===== config.mk =====
export PLATFORM = sky130hd
export DESIGN_NAME = mcr_array
export DESIGN_NICKNAME = d
export VERILOG_FILES = /design/src/hw/mcr_pkg.sv /design/src/hw/mcr_array.sv /design/src/hw/mcr_cell.sv
export SDC_FILE = /design/constraint.sdc
export NUM_CORES = 1
export LEC_CHECK = 0
export ABC_AREA = 0
export BUFFER_PORTS_ARGS = -buffer_cell sky130_fd_sc_hd__buf_2
export CAP_MARGIN = 25
export CORE_MARGIN = 2
export CORE_UTILIZATION = 30
export CTS_CLUSTER_SIZE = 14
export DETAILED_ROUTE_END_ITERATION = 8
export PLACE_DENSITY_LB_ADDON = 0.08
export SLEW_MARGIN = 10
export SYNTH_ARGS = -nofsm -noshare
export SYNTH_HDL_FRONTEND = slang
export SYNTH_HIERARCHICAL = 1
export SYNTH_SLANG_ARGS = --single-unit

===== constraint.sdc =====
create_clock -name clk -period 2.7 [get_ports clk]
set_clock_uncertainty 0.15 [all_clocks]
set_input_delay 0.54 -clock clk [delete_from_list [all_inputs] [get_ports clk]]
set_output_delay 0.54 -clock clk [all_outputs]
set_load 0.01 [all_outputs]

===== src/hw/mcr_pkg.sv =====
// package: field layout, encodings and timing for the macrocell register array
// Function
// RQ1: each cell independently behaves as a D, T, JK or SR flip-flop
// RQ2: a cell may be bypassed so its output is purely combinatorial
// RQ3: gated mode clocks on a global clock only while the enable term is high
// RQ4: array mode clocks the register from a product term
// RQ5: two global clock nets, each true or inverted of either clock pin
// RQ6: product-term preset and clear act at once, active high
// RQ7: the active-low global clear pin may drive any chosen cell's clear
// RQ8: cells take a configured power-up value; older variants start low
// RQ9: each io pin has a direct path to its cell's register input
// RQ10: four dedicated pins serve as plain inputs or global controls
// RQ11: programming is accepted over a four-pin boundary-scan port
// RQ12: during programming all io pins float with a weak pull-up
// RQ13: completion bit is programmed last; until then no io pin drives
// RQ14: older parts need an adaptive programmer; newer accept a fixed one
// RQ15: gated mode holds the value on edges where the enable is low
package mcr_pkg;
    localparam int unsigned CLK_HZ        = 25_000_000;
    localparam int unsigned ISP_TRANS_US  = 1000;
    localparam int unsigned ISP_TRANS_CYC = ISP_TRANS_US * (CLK_HZ / 1_000_000);
    localparam int AW = 8;
    localparam int DW = 16;
    localparam logic [AW-1:0] REG_GLOBAL    = 8'h00;
    localparam logic [AW-1:0] REG_STATUS    = 8'h01;
    localparam logic [AW-1:0] REG_OUTPUTS   = 8'h02;
    localparam logic [AW-1:0] REG_CELL_BASE = 8'h10;
    // per-cell configuration word
    localparam int F_FF_LSB = 0;
    localparam int F_FF_MSB = 1;
    localparam int F_BYPASS = 2;
    localparam int F_CM_LSB = 3;
    localparam int F_CM_MSB = 4;
    localparam int F_NET    = 5;
    localparam int F_GCLR   = 6;
    localparam int F_FAST   = 7;
    localparam int F_OE_LSB = 8;
    localparam int F_OE_MSB = 9;
    localparam logic [DW-1:0] CFG_RESET    = 16'h0100;
    // global word: net pin selects and inversions
    localparam int G_NET0_PIN = 0;
    localparam int G_NET0_INV = 1;
    localparam int G_NET1_PIN = 2;
    localparam int G_NET1_INV = 3;
    localparam logic [DW-1:0] GLOBAL_RESET = 16'h0004;
    localparam int S_DONE    = 0;
    localparam int S_ISP_LSB = 1;
    localparam int S_ISP_MSB = 2;
    localparam int S_DED_LSB = 4;
    localparam int S_DED_MSB = 7;
    // boundary-scan instruction register
    localparam int IR_LEN = 10;
    localparam logic [IR_LEN-1:0] IR_CAPTURE   = 10'h001;
    localparam logic [IR_LEN-1:0] IR_BYPASS    = 10'h3ff;
    localparam logic [IR_LEN-1:0] IR_ISP_ENTER = 10'h2c0;
    localparam logic [IR_LEN-1:0] IR_ISP_EXIT  = 10'h2c1;
    localparam logic [IR_LEN-1:0] IR_DONE_SET  = 10'h2c2;
    localparam logic [IR_LEN-1:0] IR_ERASE     = 10'h2c3;
    typedef enum logic [1:0] {FF_D = 2'h0, FF_T = 2'h1, FF_JK = 2'h2, FF_SR = 2'h3} mcr_ff_t;
    typedef enum logic [1:0] {CM_GLOBAL = 2'h0, CM_GATED = 2'h1, CM_ARRAY = 2'h2} mcr_cm_t;
    typedef enum logic [1:0] {OE_ALWAYS = 2'h0, OE_NEVER = 2'h1,
                              OE_GLOBAL_ONE = 2'h2, OE_GLOBAL_TWO = 2'h3} mcr_oe_t;
    typedef enum logic [1:0] {ISP_USER = 2'h0, ISP_ENTERING = 2'h1,
                              ISP_ACTIVE = 2'h3, ISP_EXITING = 2'h2} mcr_isp_t;
    typedef enum logic [3:0] {
        TAP_RESET, TAP_IDLE, TAP_SEL_DR, TAP_CAP_DR, TAP_SH_DR, TAP_EX1_DR, TAP_PA_DR,
        TAP_EX2_DR, TAP_UPD_DR, TAP_SEL_IR, TAP_CAP_IR, TAP_SH_IR, TAP_EX1_IR, TAP_PA_IR,
        TAP_EX2_IR, TAP_UPD_IR
    } mcr_tap_t;
endpackage


===== src/hw/mcr_array.sv =====
// macrocell register array with global clocking, clears and programming port
//
// Added by the designer: the plain strobed port and the placing of the registers.
`timescale 1ns/1ps
module mcr_array #(
    parameter int             N               = 16,
    parameter bit             ENHANCED        = 1'b1,
    parameter logic [15:0]    POWERUP_INIT    = 16'h0000,
    parameter logic           DONE_AT_POWERUP = 1'b1,
    parameter int unsigned    TRANS_CYCLES    = mcr_pkg::ISP_TRANS_CYC
) (
    input  wire logic                  clk,
    input  wire logic                  nrst,
    input  wire logic [mcr_pkg::AW-1:0] reg_addr,
    input  wire logic [mcr_pkg::DW-1:0] reg_wdata,
    input  wire logic                  reg_wr,
    input  wire logic                  reg_rd,
    output logic [mcr_pkg::DW-1:0]     reg_rdata,
    input  wire logic                  global_clock_pin_one,
    input  wire logic                  global_clock_pin_two,
    input  wire logic                  global_clear_pin_low,
    input  wire logic                  global_oe_pin_one,
    input  wire logic                  global_oe_pin_two,
    output logic [3:0]                 dedicated_in,
    input  wire logic [N-1:0]          pt_data,
    input  wire logic [N-1:0]          pt_aux,
    input  wire logic [N-1:0]          pt_enable,
    input  wire logic [N-1:0]          pt_clock,
    input  wire logic [N-1:0]          pt_preset,
    input  wire logic [N-1:0]          pt_clear,
    input  wire logic [N-1:0]          io_in,
    output logic [N-1:0]               io_out,
    output logic [N-1:0]               io_oe,
    output logic                       io_pullup,
    input  wire logic                  tck,
    input  wire logic                  tms,
    input  wire logic                  tdi,
    output logic                       tdo,
    output logic                       tdo_oe
);
    import mcr_pkg::*;

    function automatic logic net_level(logic pin_two, logic inv, logic p1, logic p2);
        return (pin_two ? p2 : p1) ^ inv;
    endfunction

    function automatic logic cell_hit(logic [AW-1:0] a, int idx);
        return a == (REG_CELL_BASE + AW'(idx));
    endfunction

    function automatic mcr_tap_t tap_next(mcr_tap_t s, logic m);
        unique case (s)
            TAP_RESET:  return m ? TAP_RESET  : TAP_IDLE;
            TAP_IDLE:   return m ? TAP_SEL_DR : TAP_IDLE;
            TAP_SEL_DR: return m ? TAP_SEL_IR : TAP_CAP_DR;
            TAP_CAP_DR: return m ? TAP_EX1_DR : TAP_SH_DR;
            TAP_SH_DR:  return m ? TAP_EX1_DR : TAP_SH_DR;
            TAP_EX1_DR: return m ? TAP_UPD_DR : TAP_PA_DR;
            TAP_PA_DR:  return m ? TAP_EX2_DR : TAP_PA_DR;
            TAP_EX2_DR: return m ? TAP_UPD_DR : TAP_SH_DR;
            TAP_UPD_DR: return m ? TAP_SEL_DR : TAP_IDLE;
            TAP_SEL_IR: return m ? TAP_RESET  : TAP_CAP_IR;
            TAP_CAP_IR: return m ? TAP_EX1_IR : TAP_SH_IR;
            TAP_SH_IR:  return m ? TAP_EX1_IR : TAP_SH_IR;
            TAP_EX1_IR: return m ? TAP_UPD_IR : TAP_PA_IR;
            TAP_PA_IR:  return m ? TAP_EX2_IR : TAP_PA_IR;
            TAP_EX2_IR: return m ? TAP_UPD_IR : TAP_SH_IR;
            TAP_UPD_IR: return m ? TAP_SEL_DR : TAP_IDLE;
        endcase
    endfunction

    // register file
    logic [DW-1:0] glob_q;
    logic [DW-1:0] cfg_q [N];
    logic [DW-1:0] rd_d;
    logic [DW-1:0] reg_rdata_q;

    always_ff @(posedge clk or negedge nrst) begin
        if (!nrst) begin
            glob_q <= GLOBAL_RESET;
            for (int i = 0; i < N; i++) begin
                cfg_q[i] <= CFG_RESET;
            end
        end else if (reg_wr) begin
            if (reg_addr == REG_GLOBAL) begin
                glob_q <= reg_wdata;
            end
            for (int i = 0; i < N; i++) begin
                if (cell_hit(reg_addr, i)) begin
                    cfg_q[i] <= reg_wdata;
                end
            end
        end
    end

    // global clock nets: edges seen on the system clock
    logic [1:0] gnet;
    logic [1:0] gnet_q;
    logic [1:0] gedge;
    logic [N-1:0] ptclk_q;
    logic [N-1:0] aedge;

    assign gnet[0] = net_level(glob_q[G_NET0_PIN], glob_q[G_NET0_INV],
                               global_clock_pin_one, global_clock_pin_two);    // [RQ5]
    assign gnet[1] = net_level(glob_q[G_NET1_PIN], glob_q[G_NET1_INV],
                               global_clock_pin_one, global_clock_pin_two);    // [RQ5]
    assign gedge   = gnet & ~gnet_q;
    assign aedge   = pt_clock & ~ptclk_q;

    // a net already high at reset release gives no edge: the history resets high
    always_ff @(posedge clk or negedge nrst) begin
        if (!nrst) begin
            gnet_q  <= '1;
            ptclk_q <= '1;
        end else begin
            gnet_q  <= gnet;
            ptclk_q <= pt_clock;
        end
    end

    // per-cell control decode
    logic [N-1:0] tick;
    logic [N-1:0] d_in;
    logic [N-1:0] clr;
    logic [N-1:0] cell_q;
    logic [N-1:0] cell_comb;
    logic [N-1:0] oe_want;

    for (genvar i = 0; i < N; i++) begin : g_cell
        mcr_cm_t cm;
        mcr_oe_t oe;
        logic    net;
        assign cm  = mcr_cm_t'(cfg_q[i][F_CM_MSB:F_CM_LSB]);
        assign oe  = mcr_oe_t'(cfg_q[i][F_OE_MSB:F_OE_LSB]);
        assign net = cfg_q[i][F_NET];
        // an unused mode code gives no clock at all
        assign tick[i] = (cm == CM_GLOBAL) ? gedge[net] :
                         (cm == CM_GATED)  ? (gedge[net] & pt_enable[i]) :   // [RQ3] [RQ15]
                         (cm == CM_ARRAY)  ? aedge[i] : 1'b0;                // [RQ4]
        assign d_in[i] = cfg_q[i][F_FAST] ? io_in[i] : pt_data[i];          // [RQ9]
        assign clr[i]  = pt_clear[i] | (cfg_q[i][F_GCLR] & ~global_clear_pin_low); // [RQ7]
        assign oe_want[i] = (oe == OE_ALWAYS)
                          | ((oe == OE_GLOBAL_ONE) & global_oe_pin_one)     // [RQ10]
                          | ((oe == OE_GLOBAL_TWO) & global_oe_pin_two);    // [RQ10]

        mcr_cell #(
            .INIT (ENHANCED ? POWERUP_INIT[i] : 1'b0)                       // [RQ8]
        ) u_cell (
            .clk      (clk),
            .nrst     (nrst),
            .ff_type  (mcr_ff_t'(cfg_q[i][F_FF_MSB:F_FF_LSB])),
            .bypass   (cfg_q[i][F_BYPASS]),
            .tick     (tick[i]),
            .in_a     (d_in[i]),
            .in_b     (pt_aux[i]),
            .preset   (pt_preset[i]),
            .clear    (clr[i]),
            .q        (cell_q[i]),
            .comb_out (cell_comb[i])
        );
    end

    // boundary-scan port, sampled on the system clock
    mcr_tap_t tap_q;
    logic     tck_q;
    logic     tck_rise;
    logic     tck_fall;
    logic [IR_LEN-1:0] ir_sh_q;
    logic [IR_LEN-1:0] ir_q;
    logic     byp_q;
    logic     act_q;
    logic     tdo_q;
    logic     tdo_oe_q;

    assign tck_rise = tck & ~tck_q;
    assign tck_fall = ~tck & tck_q;

    always_ff @(posedge clk or negedge nrst) begin
        if (!nrst) begin
            tck_q <= 1'b0;
            tap_q <= TAP_RESET;
        end else begin
            tck_q <= tck;
            if (tck_rise) begin
                tap_q <= tap_next(tap_q, tms);                              // [RQ11]
            end
        end
    end

    always_ff @(posedge clk or negedge nrst) begin
        if (!nrst) begin
            ir_sh_q <= IR_CAPTURE;
            ir_q    <= IR_BYPASS;
            byp_q   <= 1'b0;
            act_q   <= 1'b0;
        end else begin
            act_q <= 1'b0;
            if (tck_rise) begin
                unique case (tap_q)
                    TAP_RESET:  ir_q    <= IR_BYPASS;
                    TAP_CAP_IR: ir_sh_q <= IR_CAPTURE;
                    TAP_SH_IR:  ir_sh_q <= {tdi, ir_sh_q[IR_LEN-1:1]};
                    TAP_CAP_DR: byp_q   <= 1'b0;
                    TAP_SH_DR:  byp_q   <= tdi;
                    TAP_UPD_IR: begin
                        ir_q  <= ir_sh_q;
                        act_q <= 1'b1;
                    end
                    default: ;
                endcase
            end
        end
    end

    // data leaves on the falling test clock, as the scan chain expects
    always_ff @(posedge clk or negedge nrst) begin
        if (!nrst) begin
            tdo_q    <= 1'b0;
            tdo_oe_q <= 1'b0;
        end else if (tck_fall) begin
            tdo_q    <= (tap_q == TAP_SH_IR) ? ir_sh_q[0] : byp_q;
            tdo_oe_q <= (tap_q == TAP_SH_IR) | (tap_q == TAP_SH_DR);        // [RQ11]
        end
    end

    // programming mode sequencer and completion bit
    mcr_isp_t isp_q;
    logic [$clog2(TRANS_CYCLES+1)-1:0] trans_q;
    logic     done_q;
    logic     trans_end;

    assign trans_end = trans_q == ($bits(trans_q))'(TRANS_CYCLES - 1);

    always_ff @(posedge clk or negedge nrst) begin
        if (!nrst) begin
            isp_q   <= ISP_USER;
            trans_q <= '0;
        end else begin
            unique case (isp_q)
                ISP_USER: begin
                    trans_q <= '0;
                    if (act_q && ir_q == IR_ISP_ENTER) begin
                        isp_q <= ISP_ENTERING;                              // [RQ11]
                    end
                end
                ISP_ENTERING, ISP_EXITING: begin
                    trans_q <= trans_q + 1'b1;
                    if (trans_end) begin
                        trans_q <= '0;
                        isp_q   <= (isp_q == ISP_ENTERING) ? ISP_ACTIVE : ISP_USER;
                    end
                end
                ISP_ACTIVE: begin
                    if (act_q && ir_q == IR_ISP_EXIT) begin
                        isp_q <= ISP_EXITING;
                    end
                end
            endcase
        end
    end

    // the completion bit reloads DONE_AT_POWERUP on reset; erase clears it so a broken run stays dark until then
    always_ff @(posedge clk or negedge nrst) begin
        if (!nrst) begin
            done_q <= DONE_AT_POWERUP;
        end else if (act_q && isp_q == ISP_ACTIVE) begin
            if (ir_q == IR_ERASE) begin
                done_q <= 1'b0;                                             // [RQ13]
            end else if (ir_q == IR_DONE_SET) begin
                done_q <= 1'b1;                                             // [RQ13]
            end
        end
    end

    // io pins and dedicated inputs, all registered
    logic [N-1:0] io_out_q;
    logic [N-1:0] io_oe_q;
    logic         io_pullup_q;
    logic [3:0]   ded_q;

    always_ff @(posedge clk or negedge nrst) begin
        if (!nrst) begin
            io_out_q    <= '0;
            io_oe_q     <= '0;
            io_pullup_q <= 1'b0;
            ded_q       <= '0;
        end else begin
            io_out_q    <= cell_comb;
            io_oe_q     <= (isp_q == ISP_USER && done_q) ? oe_want : '0;    // [RQ12] [RQ13]
            io_pullup_q <= isp_q != ISP_USER;                               // [RQ12]
            ded_q       <= {global_oe_pin_two, global_oe_pin_one,
                            global_clear_pin_low, global_clock_pin_one};    // [RQ10]
        end
    end

    always_comb begin
        rd_d = '0;
        if (reg_addr == REG_GLOBAL) begin
            rd_d = glob_q;
        end else if (reg_addr == REG_STATUS) begin
            rd_d[S_DONE]              = done_q;
            rd_d[S_ISP_MSB:S_ISP_LSB] = isp_q;
            rd_d[S_DED_MSB:S_DED_LSB] = ded_q;
        end else if (reg_addr == REG_OUTPUTS) begin
            rd_d[N-1:0] = cell_q;
        end
        for (int i = 0; i < N; i++) begin
            if (cell_hit(reg_addr, i)) begin
                rd_d = cfg_q[i];
            end
        end
    end

    always_ff @(posedge clk or negedge nrst) begin
        if (!nrst) begin
            reg_rdata_q <= '0;
        end else begin
            reg_rdata_q <= reg_rd ? rd_d : '0;
        end
    end

    assign reg_rdata    = reg_rdata_q;
    assign io_out       = io_out_q;
    assign io_oe        = io_oe_q;
    assign io_pullup    = io_pullup_q;
    assign dedicated_in = ded_q;
    assign tdo          = tdo_q;
    assign tdo_oe       = tdo_oe_q;

    // checks on cell 0, plus io enable and pull-up checks on every pin
    logic    quiet0;
    mcr_cm_t cm0;
    mcr_ff_t ff0;
    assign quiet0 = ~pt_preset[0] & ~clr[0];
    assign cm0    = mcr_cm_t'(cfg_q[0][F_CM_MSB:F_CM_LSB]);
    assign ff0    = mcr_ff_t'(cfg_q[0][F_FF_MSB:F_FF_LSB]);

    chk_gated_hold: assert property (@(posedge clk) disable iff (!nrst)  // [RQ15]
        cm0 == CM_GATED && !pt_enable[0] && quiet0 |=> $stable(cell_q[0]))
        else $error("gated cell changed with enable low");
    chk_gated_update: assert property (@(posedge clk) disable iff (!nrst) // [RQ3]
        cm0 == CM_GATED && ff0 == FF_D && gedge[cfg_q[0][F_NET]] && pt_enable[0] && quiet0
        |=> cell_q[0] == $past(d_in[0]))
        else $error("gated cell missed its update");
    chk_array_clock: assert property (@(posedge clk) disable iff (!nrst)  // [RQ4]
        cm0 == CM_ARRAY && ff0 == FF_D && aedge[0] && quiet0 |=> cell_q[0] == $past(d_in[0]))
        else $error("array clock did not load cell");
    chk_toggle_type: assert property (@(posedge clk) disable iff (!nrst)  // [RQ1]
        ff0 == FF_T && tick[0] && d_in[0] && quiet0 |=> cell_q[0] != $past(cell_q[0]))
        else $error("toggle cell did not toggle");
    chk_preset_sets: assert property (@(posedge clk) disable iff (!nrst)  // [RQ6]
        pt_preset[0] && !clr[0] |=> cell_q[0])
        else $error("preset did not set cell");
    chk_global_clear: assert property (@(posedge clk) disable iff (!nrst) // [RQ7]
        cfg_q[0][F_GCLR] && !global_clear_pin_low |=> !cell_q[0])
        else $error("global clear did not clear cell");
    chk_bypass_path: assert property (@(posedge clk) disable iff (!nrst)  // [RQ2]
        cfg_q[0][F_BYPASS] |=> io_out[0] == $past(d_in[0]))
        else $error("bypassed cell not combinatorial");
    chk_done_inhibit: assert property (@(posedge clk) disable iff (!nrst) // [RQ13]
        !done_q |=> io_oe == '0)
        else $error("io driven before completion bit");
    chk_isp_float: assert property (@(posedge clk) disable iff (!nrst)    // [RQ12]
        isp_q != ISP_USER |=> io_oe == '0 && io_pullup)
        else $error("io not floating during programming");

    cov_isp_enter: cover property (@(posedge clk) disable iff (!nrst)
        isp_q == ISP_ENTERING ##1 isp_q == ISP_ACTIVE);
    cov_done_set: cover property (@(posedge clk) disable iff (!nrst) $rose(done_q));
    cov_gated_hold: cover property (@(posedge clk) disable iff (!nrst)
        cm0 == CM_GATED && gedge[0] && !pt_enable[0]);
    cov_array_tick: cover property (@(posedge clk) disable iff (!nrst)
        cm0 == CM_ARRAY && aedge[0]);
endmodule // mcr_array


===== src/hw/mcr_cell.sv =====
// one macrocell storage element with flip-flop emulation and bypass
`timescale 1ns/1ps
module mcr_cell #(
    parameter logic INIT = 1'b0
) (
    input  wire logic            clk,
    input  wire logic            nrst,
    input  mcr_pkg::mcr_ff_t     ff_type,
    input  wire logic            bypass,
    input  wire logic            tick,
    input  wire logic            in_a,
    input  wire logic            in_b,
    input  wire logic            preset,
    input  wire logic            clear,
    output logic                 q,
    output logic                 comb_out
);
    import mcr_pkg::*;

    logic q_q;
    logic q_d;

    always_comb begin
        q_d = q_q;
        if (tick) begin
            unique case (ff_type)
                FF_D:  q_d = in_a;                                          // [RQ1]
                FF_T:  q_d = q_q ^ in_a;                                    // [RQ1]
                FF_JK: q_d = (in_a & ~q_q) | (~in_b & q_q);                 // [RQ1]
                FF_SR: q_d = in_a & ~in_b ? 1'b1 : (in_b & ~in_a ? 1'b0 : q_q); // [RQ1]
            endcase
        end
        // preset and clear override any clock; clear wins if both are high
        if (preset) begin
            q_d = 1'b1;                                                     // [RQ6]
        end
        if (clear) begin
            q_d = 1'b0;                                                     // [RQ6]
        end
    end

    always_ff @(posedge clk or negedge nrst) begin
        if (!nrst) begin
            q_q <= INIT;                                                    // [RQ8]
        end else begin
            q_q <= q_d;
        end
    end

    assign q        = q_q;
    assign comb_out = bypass ? in_a : q_q;                                  // [RQ2]
endmodule // mcr_cell


; Yosys cells after proc, flatten, opt, wreduce, memory -nomap -nowiden
; Cells that the tools add are included.
[op_classes]
add_sub_neg = 1
n_eq_ne = 172
n_reduce_logical = 119
mux = 262
n_bitwise = 268
magnitude_cmp = 16
[op_table]
columns = cell, n
row1 = 2-to-1 mux 16 bit, 20
row2 = 2-to-1 mux 1 bit, 203
row3 = equality test 2 bit (second input constant), 82
row4 = AND 1 bit, 130
row5 = equality test 8 x 5 -> 1 bit (second input constant), 16
row6 = zero test 2 bit, 49
row7 = != test 5 x 2 -> 1 bit (second input constant), 16
row8 = AND reduction 2 bit, 37
row9 = equality test 2 x 1 -> 1 bit (second input constant), 33
row10 = bitwise OR 1 bit, 65
row11 = one-hot mux 1 bit (4 select lines), 16
row12 = inverter 1 bit, 51
row13 = one-hot mux 4 bit (12 select lines), 1
row14 = nonzero test 3 bit, 16
row15 = equality test 10 bit (second input constant), 4
row16 = one-hot mux 10 bit (2 select lines), 2
row17 = equality test 4 bit (second input constant), 8
row18 = < comparator 1 x 2 -> 1 bit (second input constant), 16
row19 = one-hot mux 15 bit (2 select lines), 1
row20 = 2-to-1 mux 4 bit, 5
row21 = bitwise XOR 1 bit, 18
row22 = AND 16 bit, 1
row23 = equality test 4 x 3 -> 1 bit (second input constant), 4
row24 = inverter 16 bit, 1
row25 = other kinds (22), 43
[word_totals]
register_bits = 406
elab_cells = 889

; Depth between registers and ports, before layout
; Gate-level depths: netlist of run 1.
[depth]
depth_word = 21
mapped_depth = 11
depth_no_buf = 9

; By module
; The synthesis of run 1 kept the hierarchy.
[by_module_without_submodules]
columns = module, seq_area_each_um2, n_inst, area_each_um2, cells_per_inst
row1 = mcr_array, 9818.2, 1, 18786.8, 1649
row2 = mcr_cell, 25.0, 16, 131.4, 17

; Least setup slack after synthesis of run 1
; Ideal clock, no wire load.
[synth_path]
path_type = input -> register
startpoint = input global_clock_pin_two
endpoint = register g_cell[8].u_cell.q_q
arrival_ns = 2.265
setup_slack_ns = 0.216
n_path_buf = 2
setup_ns = 0.069
cell_stages = 9
cell_sequence = mux2i_1 > xnor2_1 > nor2b_1 > clkbuf_1 > clkbuf_1 > o221ai_1 > o21ai_0 > or3b_1 > nand3_1
[synth_via]
elab_chain_cells = 10
word_cells_on_any_way = 12
[synth_lines]
columns = item, line_no
row1 = from (decl), mcr_array.sv:20  ; input wire logic global_clock_pin_two,
row2 = 2-to-1 mux 1 bit *, mcr_array.sv:44  ; return (pin_two ? p2 : p1) ^ inv;
row3 = bitwise XOR 1 bit *, mcr_array.sv:44
row4 = named net gnet[0], mcr_array.sv:97  ; logic [1:0] gnet;
row5 = AND 2 bit *, mcr_array.sv:107  ; assign gedge = gnet & ~gnet_q;
row6 = 2-to-1 mux 1 bit (not written as such) * (2 in a row), "mcr_array.sv:137, mcr_array.sv:138"
row7 = AND 1 bit, mcr_array.sv:138  ; (cm == CM_GATED) ? (gedge[net] & pt_enable[i]) :
row8 = 2-to-1 mux 1 bit, mcr_array.sv:138
row9 = 2-to-1 mux 1 bit *, mcr_array.sv:137  ; assign tick[i] = (cm == CM_GLOBAL) ? gedge[net] :
row10 = named net tick[8], mcr_array.sv:122  ; logic [N-1:0] tick;
row11 = nonzero test 3 bit (no line) *, --
row12 = AND reduction 2 bit (no line) *, --
row13 = to (signal assigned), mcr_cell.sv:46  ; q_q <= q_d;
row14 = to (decl), mcr_cell.sv:20  ; logic q_q;
; Mark *: on every way through the listed nets, which the timed path passes. The rest lies on a longest branch. The select of a mux whose other input is x is not followed.
; A chain may end at the register's enable or synchronous reset.

; Final worst setup path of run 1
[layout_path]
startpoint = register glob_q[2]
endpoint = register g_cell[15].u_cell.q_q
[layout_via]
elab_chain_cells = 10
[layout_lines]
columns = item, line_no
row1 = from (decl), mcr_array.sv:73  ; logic [DW-1:0] glob_q;
row2 = from (signal assigned), mcr_array.sv:86  ; glob_q <= reg_wdata;
row3 = 2-to-1 mux 1 bit *, mcr_array.sv:44
row4 = bitwise XOR 1 bit *, mcr_array.sv:44
row5 = named net gnet[1], mcr_array.sv:97
row6 = AND 2 bit *, mcr_array.sv:107
row7 = 2-to-1 mux 1 bit (not written as such) * (2 in a row), "mcr_array.sv:137, mcr_array.sv:138"
row8 = AND 1 bit, mcr_array.sv:138
row9 = 2-to-1 mux 1 bit, mcr_array.sv:138
row10 = 2-to-1 mux 1 bit *, mcr_array.sv:137
row11 = named net tick[15], mcr_array.sv:122
row12 = nonzero test 3 bit (no line) *, --
row13 = AND reduction 2 bit (no line) *, --
row14 = to (signal assigned), mcr_cell.sv:46
row15 = to (decl), mcr_cell.sv:20
; Marked as above.

==> results of run 1 <==
## what timing repair did
item / CTS / global route
hold buffers: 29 / 0
endpoints found under the hold margin: 55 / 0
setup endpoints to repair: 0 / 5
gates resized for setup: 0 / 5
## layout by cell type (no fill, tap or decap), drive strengths merged, types with 47 or more instances in the layout
cell      n
nand2   155
inv      82
a21oi    94
nand3    56
buf     363
nor2     93
clkbuf   76
a31oi    50
dfrtp   359
mux2    286
o21ai   109
dfstp    47
## critical path: cells and delay by family (launching register included)
kind / cells / cell delay (ns)
AND/OR/NAND/NOR: 4 / 0.69
flip-flops: 1 / 0.60
AO/OA/AOI/OAI: 2 / 0.43
multiplexers: 1 / 0.24
buffers and inverters: 1 / 0.21
XOR/XNOR: 1 / 0.17
## worst min-delay path by stage
stage / depth (start not counted) / slack, ns / to
2_1_floorplan: 0 / 0.09 / act_q
3_3_place_gp: 1 / 0.32 / io_out[15]
3_5_place_dp: 1 / 0.32 / io_out[15]
4_1_cts: 3 / 0.004 / g_cell[14].u_cell/q
5_1_grt: 3 / 0.04 / g_cell[15].u_cell/q
6_report: 3 / 0.03 / g_cell[14].u_cell/q
## kinds of logic after synthesis
group | count (synthesis) | synth area share, %
flops | 406 | 48.9
simple gates | 488 | 12.6
fa+ha+maj | 20 | 1.20
xor+xnor | 28 | 1.17
compound gates | 443 | 13.8
buf+inv | 201 | 4.11
mux | 335 | 18.2
## per-stage QoR
stage               power [W]  cells  area (um2)
floorplan             0.00828   1921       20900
global placement      0.00943   3098       24100
detailed placement    0.00948   3098       24100
CTS                    0.0165   3221       26000
global route           0.0170   3221       26000
finish                 0.0162   3222       26000
## cell type report
type	count	area, um2
clock inverter	18	194
timing repair buffer	392	2860
clock buffer	76	1470
multi-input combinational	1314	9810
sequential	406	10200
tap	931	1160
fill	6871	42700
inverter	84	315
antenna	1	2.50
## sequential cells by signal, indices dropped and copies added (netlist names), 4 cells and up
register / count
cfg_q: 256
g_cell.u_cell/q: 16
glob_q: 16
io_oe: 16
io_out: 16
ptclk_q: 16
reg_rdata: 16
trans_q: 15
ir_q: 10
ir_sh_q: 10
dedicated_in: 4
tap_q: 4
## power by group
group	internal, W	switching, W	total [W]
clock	0.00405	0.00278	0.00683
combinational	0.00102	0.00132	0.00234
sequential	0.00654	0.000520	0.00706
total	0.0116	0.00462	0.0162
## synthesized netlist by cell type, types with 8 or more instances
cell | instances | area [um2]
xnor2_1 | 20 | 175
clkbuf_1 | 58 | 218
nor3_1 | 24 | 120
mux2_2 | 283 | 3190
buf_1 | 9 | 33.8
and4b_1 | 16 | 160
nand3b_1 | 18 | 135
a211oi_1 | 8 | 60.1
o22ai_1 | 24 | 150
dfstp_2 | 47 | 1230
nor2_1 | 85 | 319
a21oi_1 | 93 | 465
a22oi_1 | 10 | 75.1
nand2b_1 | 29 | 181
a221oi_1 | 10 | 87.6
mux2i_1 | 42 | 420
nor2b_1 | 11 | 68.8
xor2_1 | 8 | 70.1
or3b_1 | 16 | 140
o21ai_0 | 106 | 531
nand2_1 | 149 | 559
o221ai_1 | 28 | 245
nand4_1 | 23 | 144
a21o_1 | 21 | 158
nand4b_1 | 17 | 149
o2111ai_1 | 16 | 140
buf_2 | 38 | 190
nand3_1 | 50 | 250
a31oi_1 | 50 | 313
ha_1 | 20 | 250
o22a_1 | 10 | 87.6
inv_1 | 82 | 308
dfrtp_1 | 359 | 8980
## metal layers
metal	routed length [um]	up-vias	GRT usage (%)	share of wire [%]
li1	-	7741	-	-
met3	4030	108	4.01	5.0
met4	1820	12	5.47	2.3
met1	37600	8625	31.5	47
met5	76	-	0	0.095
met2	36900	442	35.7	46
==> impl_metrics.tcl, run 1 <==
set metrics [dict create \
    synthCells 1921 \
    cp-endpoint "g_cell[15].u_cell/q" \
    via_count 16900 \
    leakage_nw 12.0 \
    syn_to_final_growth_pct 24.7 \
    status "finished clean" \
    ios 203 \
    r2r_start "glob_q[2]" \
    synth_edf_count 0 \
    ctsRootBufferMaster "clkbuf_16" \
    first_pass_iters 5 \
    max-vdd-ir-drop_mv 0.456 \
    clockBufferDepth 3 \
    setup_violations 0 \
    holdWs_ns 0.0333 \
    hpwl_um 60300 \
    synth_seq_cells 406 \
    yosysWarnings 6 \
    hold_violations 0 \
    synth_nets 2089 \
    drv_cap 0 \
    crit_start "glob_q[2]" \
    finalCritPeriodShare_pct 95.8 \
    tns_ns 0 \
    syn_area_per_cell_um2 10.9 \
    initial_core_util_pct 30.4 \
    async_reset_ff_share_pct 100 \
    dr.first_iter.drc_count 1193 \
    drive_above_1_share_pct 35.5 \
    fin_crit_ns 2.59 \
    die_w_um 268 \
    pre_cts_ws_ns -0.0762 \
    grt-ovfl-total 0 \
    core_area_um2 68700 \
    post-route-util_pct 37.9 \
    arrival_ns 2.96 \
    drc 0 \
    insertion_delay_ns 0.60 \
    htreeDepth 2 \
    die-area_um2 71800 \
    post_cts_buffers 0 \
    relSlewSlack_pct 41.8 \
    netlist_area_um2 20900 \
    wirelength_um 80400 \
    fmax_ghz 0.387 \
    grt_pass1_vias 17200 \
    grt_use_total_pct 22.4 \
    ys_seq_area_share_pct 48.9 \
    slowest_delay_ns 0.60 \
    dieHeight_um 268 \
    yosys_most_used_dff "dfrtp_1" \
    place_congestion 0.913 \
    grt_pass1_wl_um 118000 \
    tightestPinTransition_ns 0.872 \
    pwr_density_cell_nw_per_um2 623 \
    wire_per_inst_um 24.9 \
    r2r_cells 9 \
    io_buffers 202 \
    antenna_found_initial 8 \
    fin_ws_ns 0.113 \
    r2r-end "g_cell[15].u_cell/q" \
    crit_slowest_cell "dfstp_2" \
    worstPathCellList "mux2i_1 > xnor2_1 > nand2b_1 > buf_4 > nand2_1 > o221ai_1 > o21ai_1 > or3b_1 > nand3_1" \
    critPathKind "register to register" \
    fin_nets 2416 \
    rsz0062_at_grt "no" \
    crit_fanout 10 \
    hold_start "pt_preset[14]" \
    drtAntennaViolNets 0 \
    clock_sinks 406 \
    slew_viol_final 0 \
    worstHoldPathType "input port to register" \
    rows 96 \
    required_ns 3.07 \
    reg2reg_setup_slack_ns 0.11 \
    synth.distinct_cells 85 \
    start_kind "register" \
    cts_made_buffers 50 \
    cts.clk_slew.worst_paths_ns 0.06 \
    vias_per_cell 5.25 \
    cp-end-kind "register" \
    grt_max_degree 80 \
    cts_tree "yes" \
]
(Power assumes the default switching activity.)
==> run 2, diff against run 1 <==
- PLACE_DENSITY: default -> 0.43
- PLACE_DENSITY_LB_ADDON: 0.08 -> default
==> impl_metrics.tcl, run 2 (same netlist as run 1, synthesis figures left out) <==
set metrics [dict create \
    cts_tree "yes" \
    largest_reg_flops 256 \
    setup_violations 0 \
    leakage_nw 11.9 \
    rows 96 \
    pre_cts_ws_ns -0.136 \
    hold_violations 0 \
    first_pass_iters 6 \
    fin_nets 2397 \
    post_cts_buffers 0 \
    crit_fanout 10 \
    pwr_density_cell_nw_per_um2 620 \
    hold_depth 3 \
    ios 203 \
    fin_area_um2 25900 \
    fillerInstances 6890 \
    die_w_um 268 \
    arrival_ns 2.90 \
    vias_per_cell 5.30 \
    hold_start "pt_preset[7]" \
    htreeDepth 2 \
    drv_cap 0 \
    post-route-util_pct 37.7 \
    fin_cells 3202 \
    relSlewSlack_pct 58.4 \
    status "finished clean" \
    insertion_delay_ns 0.60 \
    r2r-end "g_cell[8].u_cell/q" \
    use_met2_pct 36.3 \
    antenna_found_initial 5 \
    tightestPinTransition_ns 0.623 \
    r2r_start "glob_q[2]" \
    use_met1_pct 30.8 \
    grt_pass1_wl_um 117000 \
    use_met3_pct 3.62 \
    die-area_um2 71800 \
    fmax_ghz 0.397 \
    top_usage_layer "met2" \
    fin_ws_ns 0.182 \
    wirelength_um 79600 \
    fin_crit_ns 2.52 \
    initial_core_util_pct 30.4 \
    max-vdd-ir-drop_mv 0.411 \
    reg2reg_setup_slack_ns 0.21 \
    place_area_um2 23900 \
    placed_cells 3075 \
    place_congestion 0.864 \
    drc 0 \
    finalCritPeriodShare_pct 93.3 \
    cts_made_buffers 50 \
    grt-ovfl-total 0 \
    syn_to_final_growth_pct 23.9 \
    core_area_um2 68700 \
    clock_sinks 406 \
    cp-end-kind "register" \
    ctsRootBufferMaster "clkbuf_16" \
    final_common_cell "dfrtp_1" \
    r2r_cells 9 \
    worstHoldPathType "input port to register" \
    via_count 17000 \
    dr.first_iter.drc_count 1181 \
    hpwl_um 59100 \
    layout_common_cells "359 x dfrtp_1, 283 x mux2_2, 199 x buf_2" \
    cts.clk_slew.worst_paths_ns 0.06 \
    grt_pass1_vias 17100 \
    io_buffers 202 \
    clockBufferDepth 3 \
    grt_use_total_pct 22.2 \
    critPathKind "input port to register" \
    drtAntennaViolNets 0 \
    slew_viol_final 0 \
    grt_max_degree 96 \
    start_kind "input port" \
    wire_per_inst_um 24.8 \
    dieHeight_um 268 \
    largest-register "cfg_q" \
    rsz0062_at_grt "no" \
    drive_above_1_share_pct 34.5 \
    required_ns 3.08 \
    holdWs_ns 0.0320 \
    hold_path_end "g_cell[7].u_cell/q" \
]
==> run 2: changes by cell type in the layout (fill, tap and decap cells not counted), moves of 2 or more <==
cell           before  now
clkinv_2           11    4
bufinv_16           3    1
clkbuf_8           10   12
clkbuf_1           15   19
dlygate4sd3_1      29   33
buf_4             136  112
==> run 2: through the flow <==
| stage | TNS [ns] | total power (W) |
|---|---|---|
| after detailed placement | -0.321 | 0.00944 |
| after global routing | 0 | 0.0168 |
| after CTS | 0 | 0.0162 |
| after floorplan | 0 | 0.00828 |
| final | 0 | 0.0160 |
| after global placement | -0.0776 | 0.00939 |
==> run 2: metal layers <==
metal / wire [um] / vias to the layer above
met5: 10 / -
met4: 1700 / 2
met2: 37100 / 487
met3: 4330 / 98
met1: 36400 / 8686
li1: - / 7711
==> run 2: final cells by class <==
class	instances	area [um2]	share of cell area [%]
multi-input cells	1314	9810	37.9
well taps	931	1160	4.50
clock inverters	10	106	0.411
inverters	84	315	1.22
flip-flops and latches	406	10200	39.5
clock buffers	82	1510	5.85
repair buffers	373	2740	10.6
diodes	2	5.00	0.0193
==> run 2: worst max path at each step <==
stage / start / endpoint / slack (ns) / cells past startpoint
after floorplan: global_clock_pin_two / g_cell[8].u_cell/q / 0.22 / 9
after global placement: reg_addr[7] / reg_rdata[2] / -0.03 / 9
after detailed placement: reg_addr[7] / reg_rdata[2] / -0.14 / 9
after CTS: glob_q[2] / g_cell[12].u_cell/q / 0.11 / 10
after global routing: glob_q[2] / g_cell[9].u_cell/q / 0.002 / 10
final: global_clock_pin_one / g_cell[8].u_cell/q / 0.18 / 10
==> run 2: timing repair <==
item / CTS / global route
endpoints found under the hold margin: 71 / 0
setup endpoints to repair: 0 / 6
hold buffers: 33 / 0
gates resized for setup: 0 / 6
==> run 2: power breakdown <==
part	leakage [nW]	switching (W)	internal, W
logic	5.82	0.00133	0.00101
registers	5.31	0.000476	0.00654
clock network	0.785	0.00278	0.00391
==> run 2: worst max-delay path, stage by stage <==
cell	delay, ns
dlygate4sd3_1	0.53
buf_2	0.14
mux2i_1	0.16
xnor2_1	0.15
nor2b_1	0.19
buf_4	0.23
o221ai_1	0.14
o21ai_0	0.34
or3b_1	0.39
nand3_1	0.09
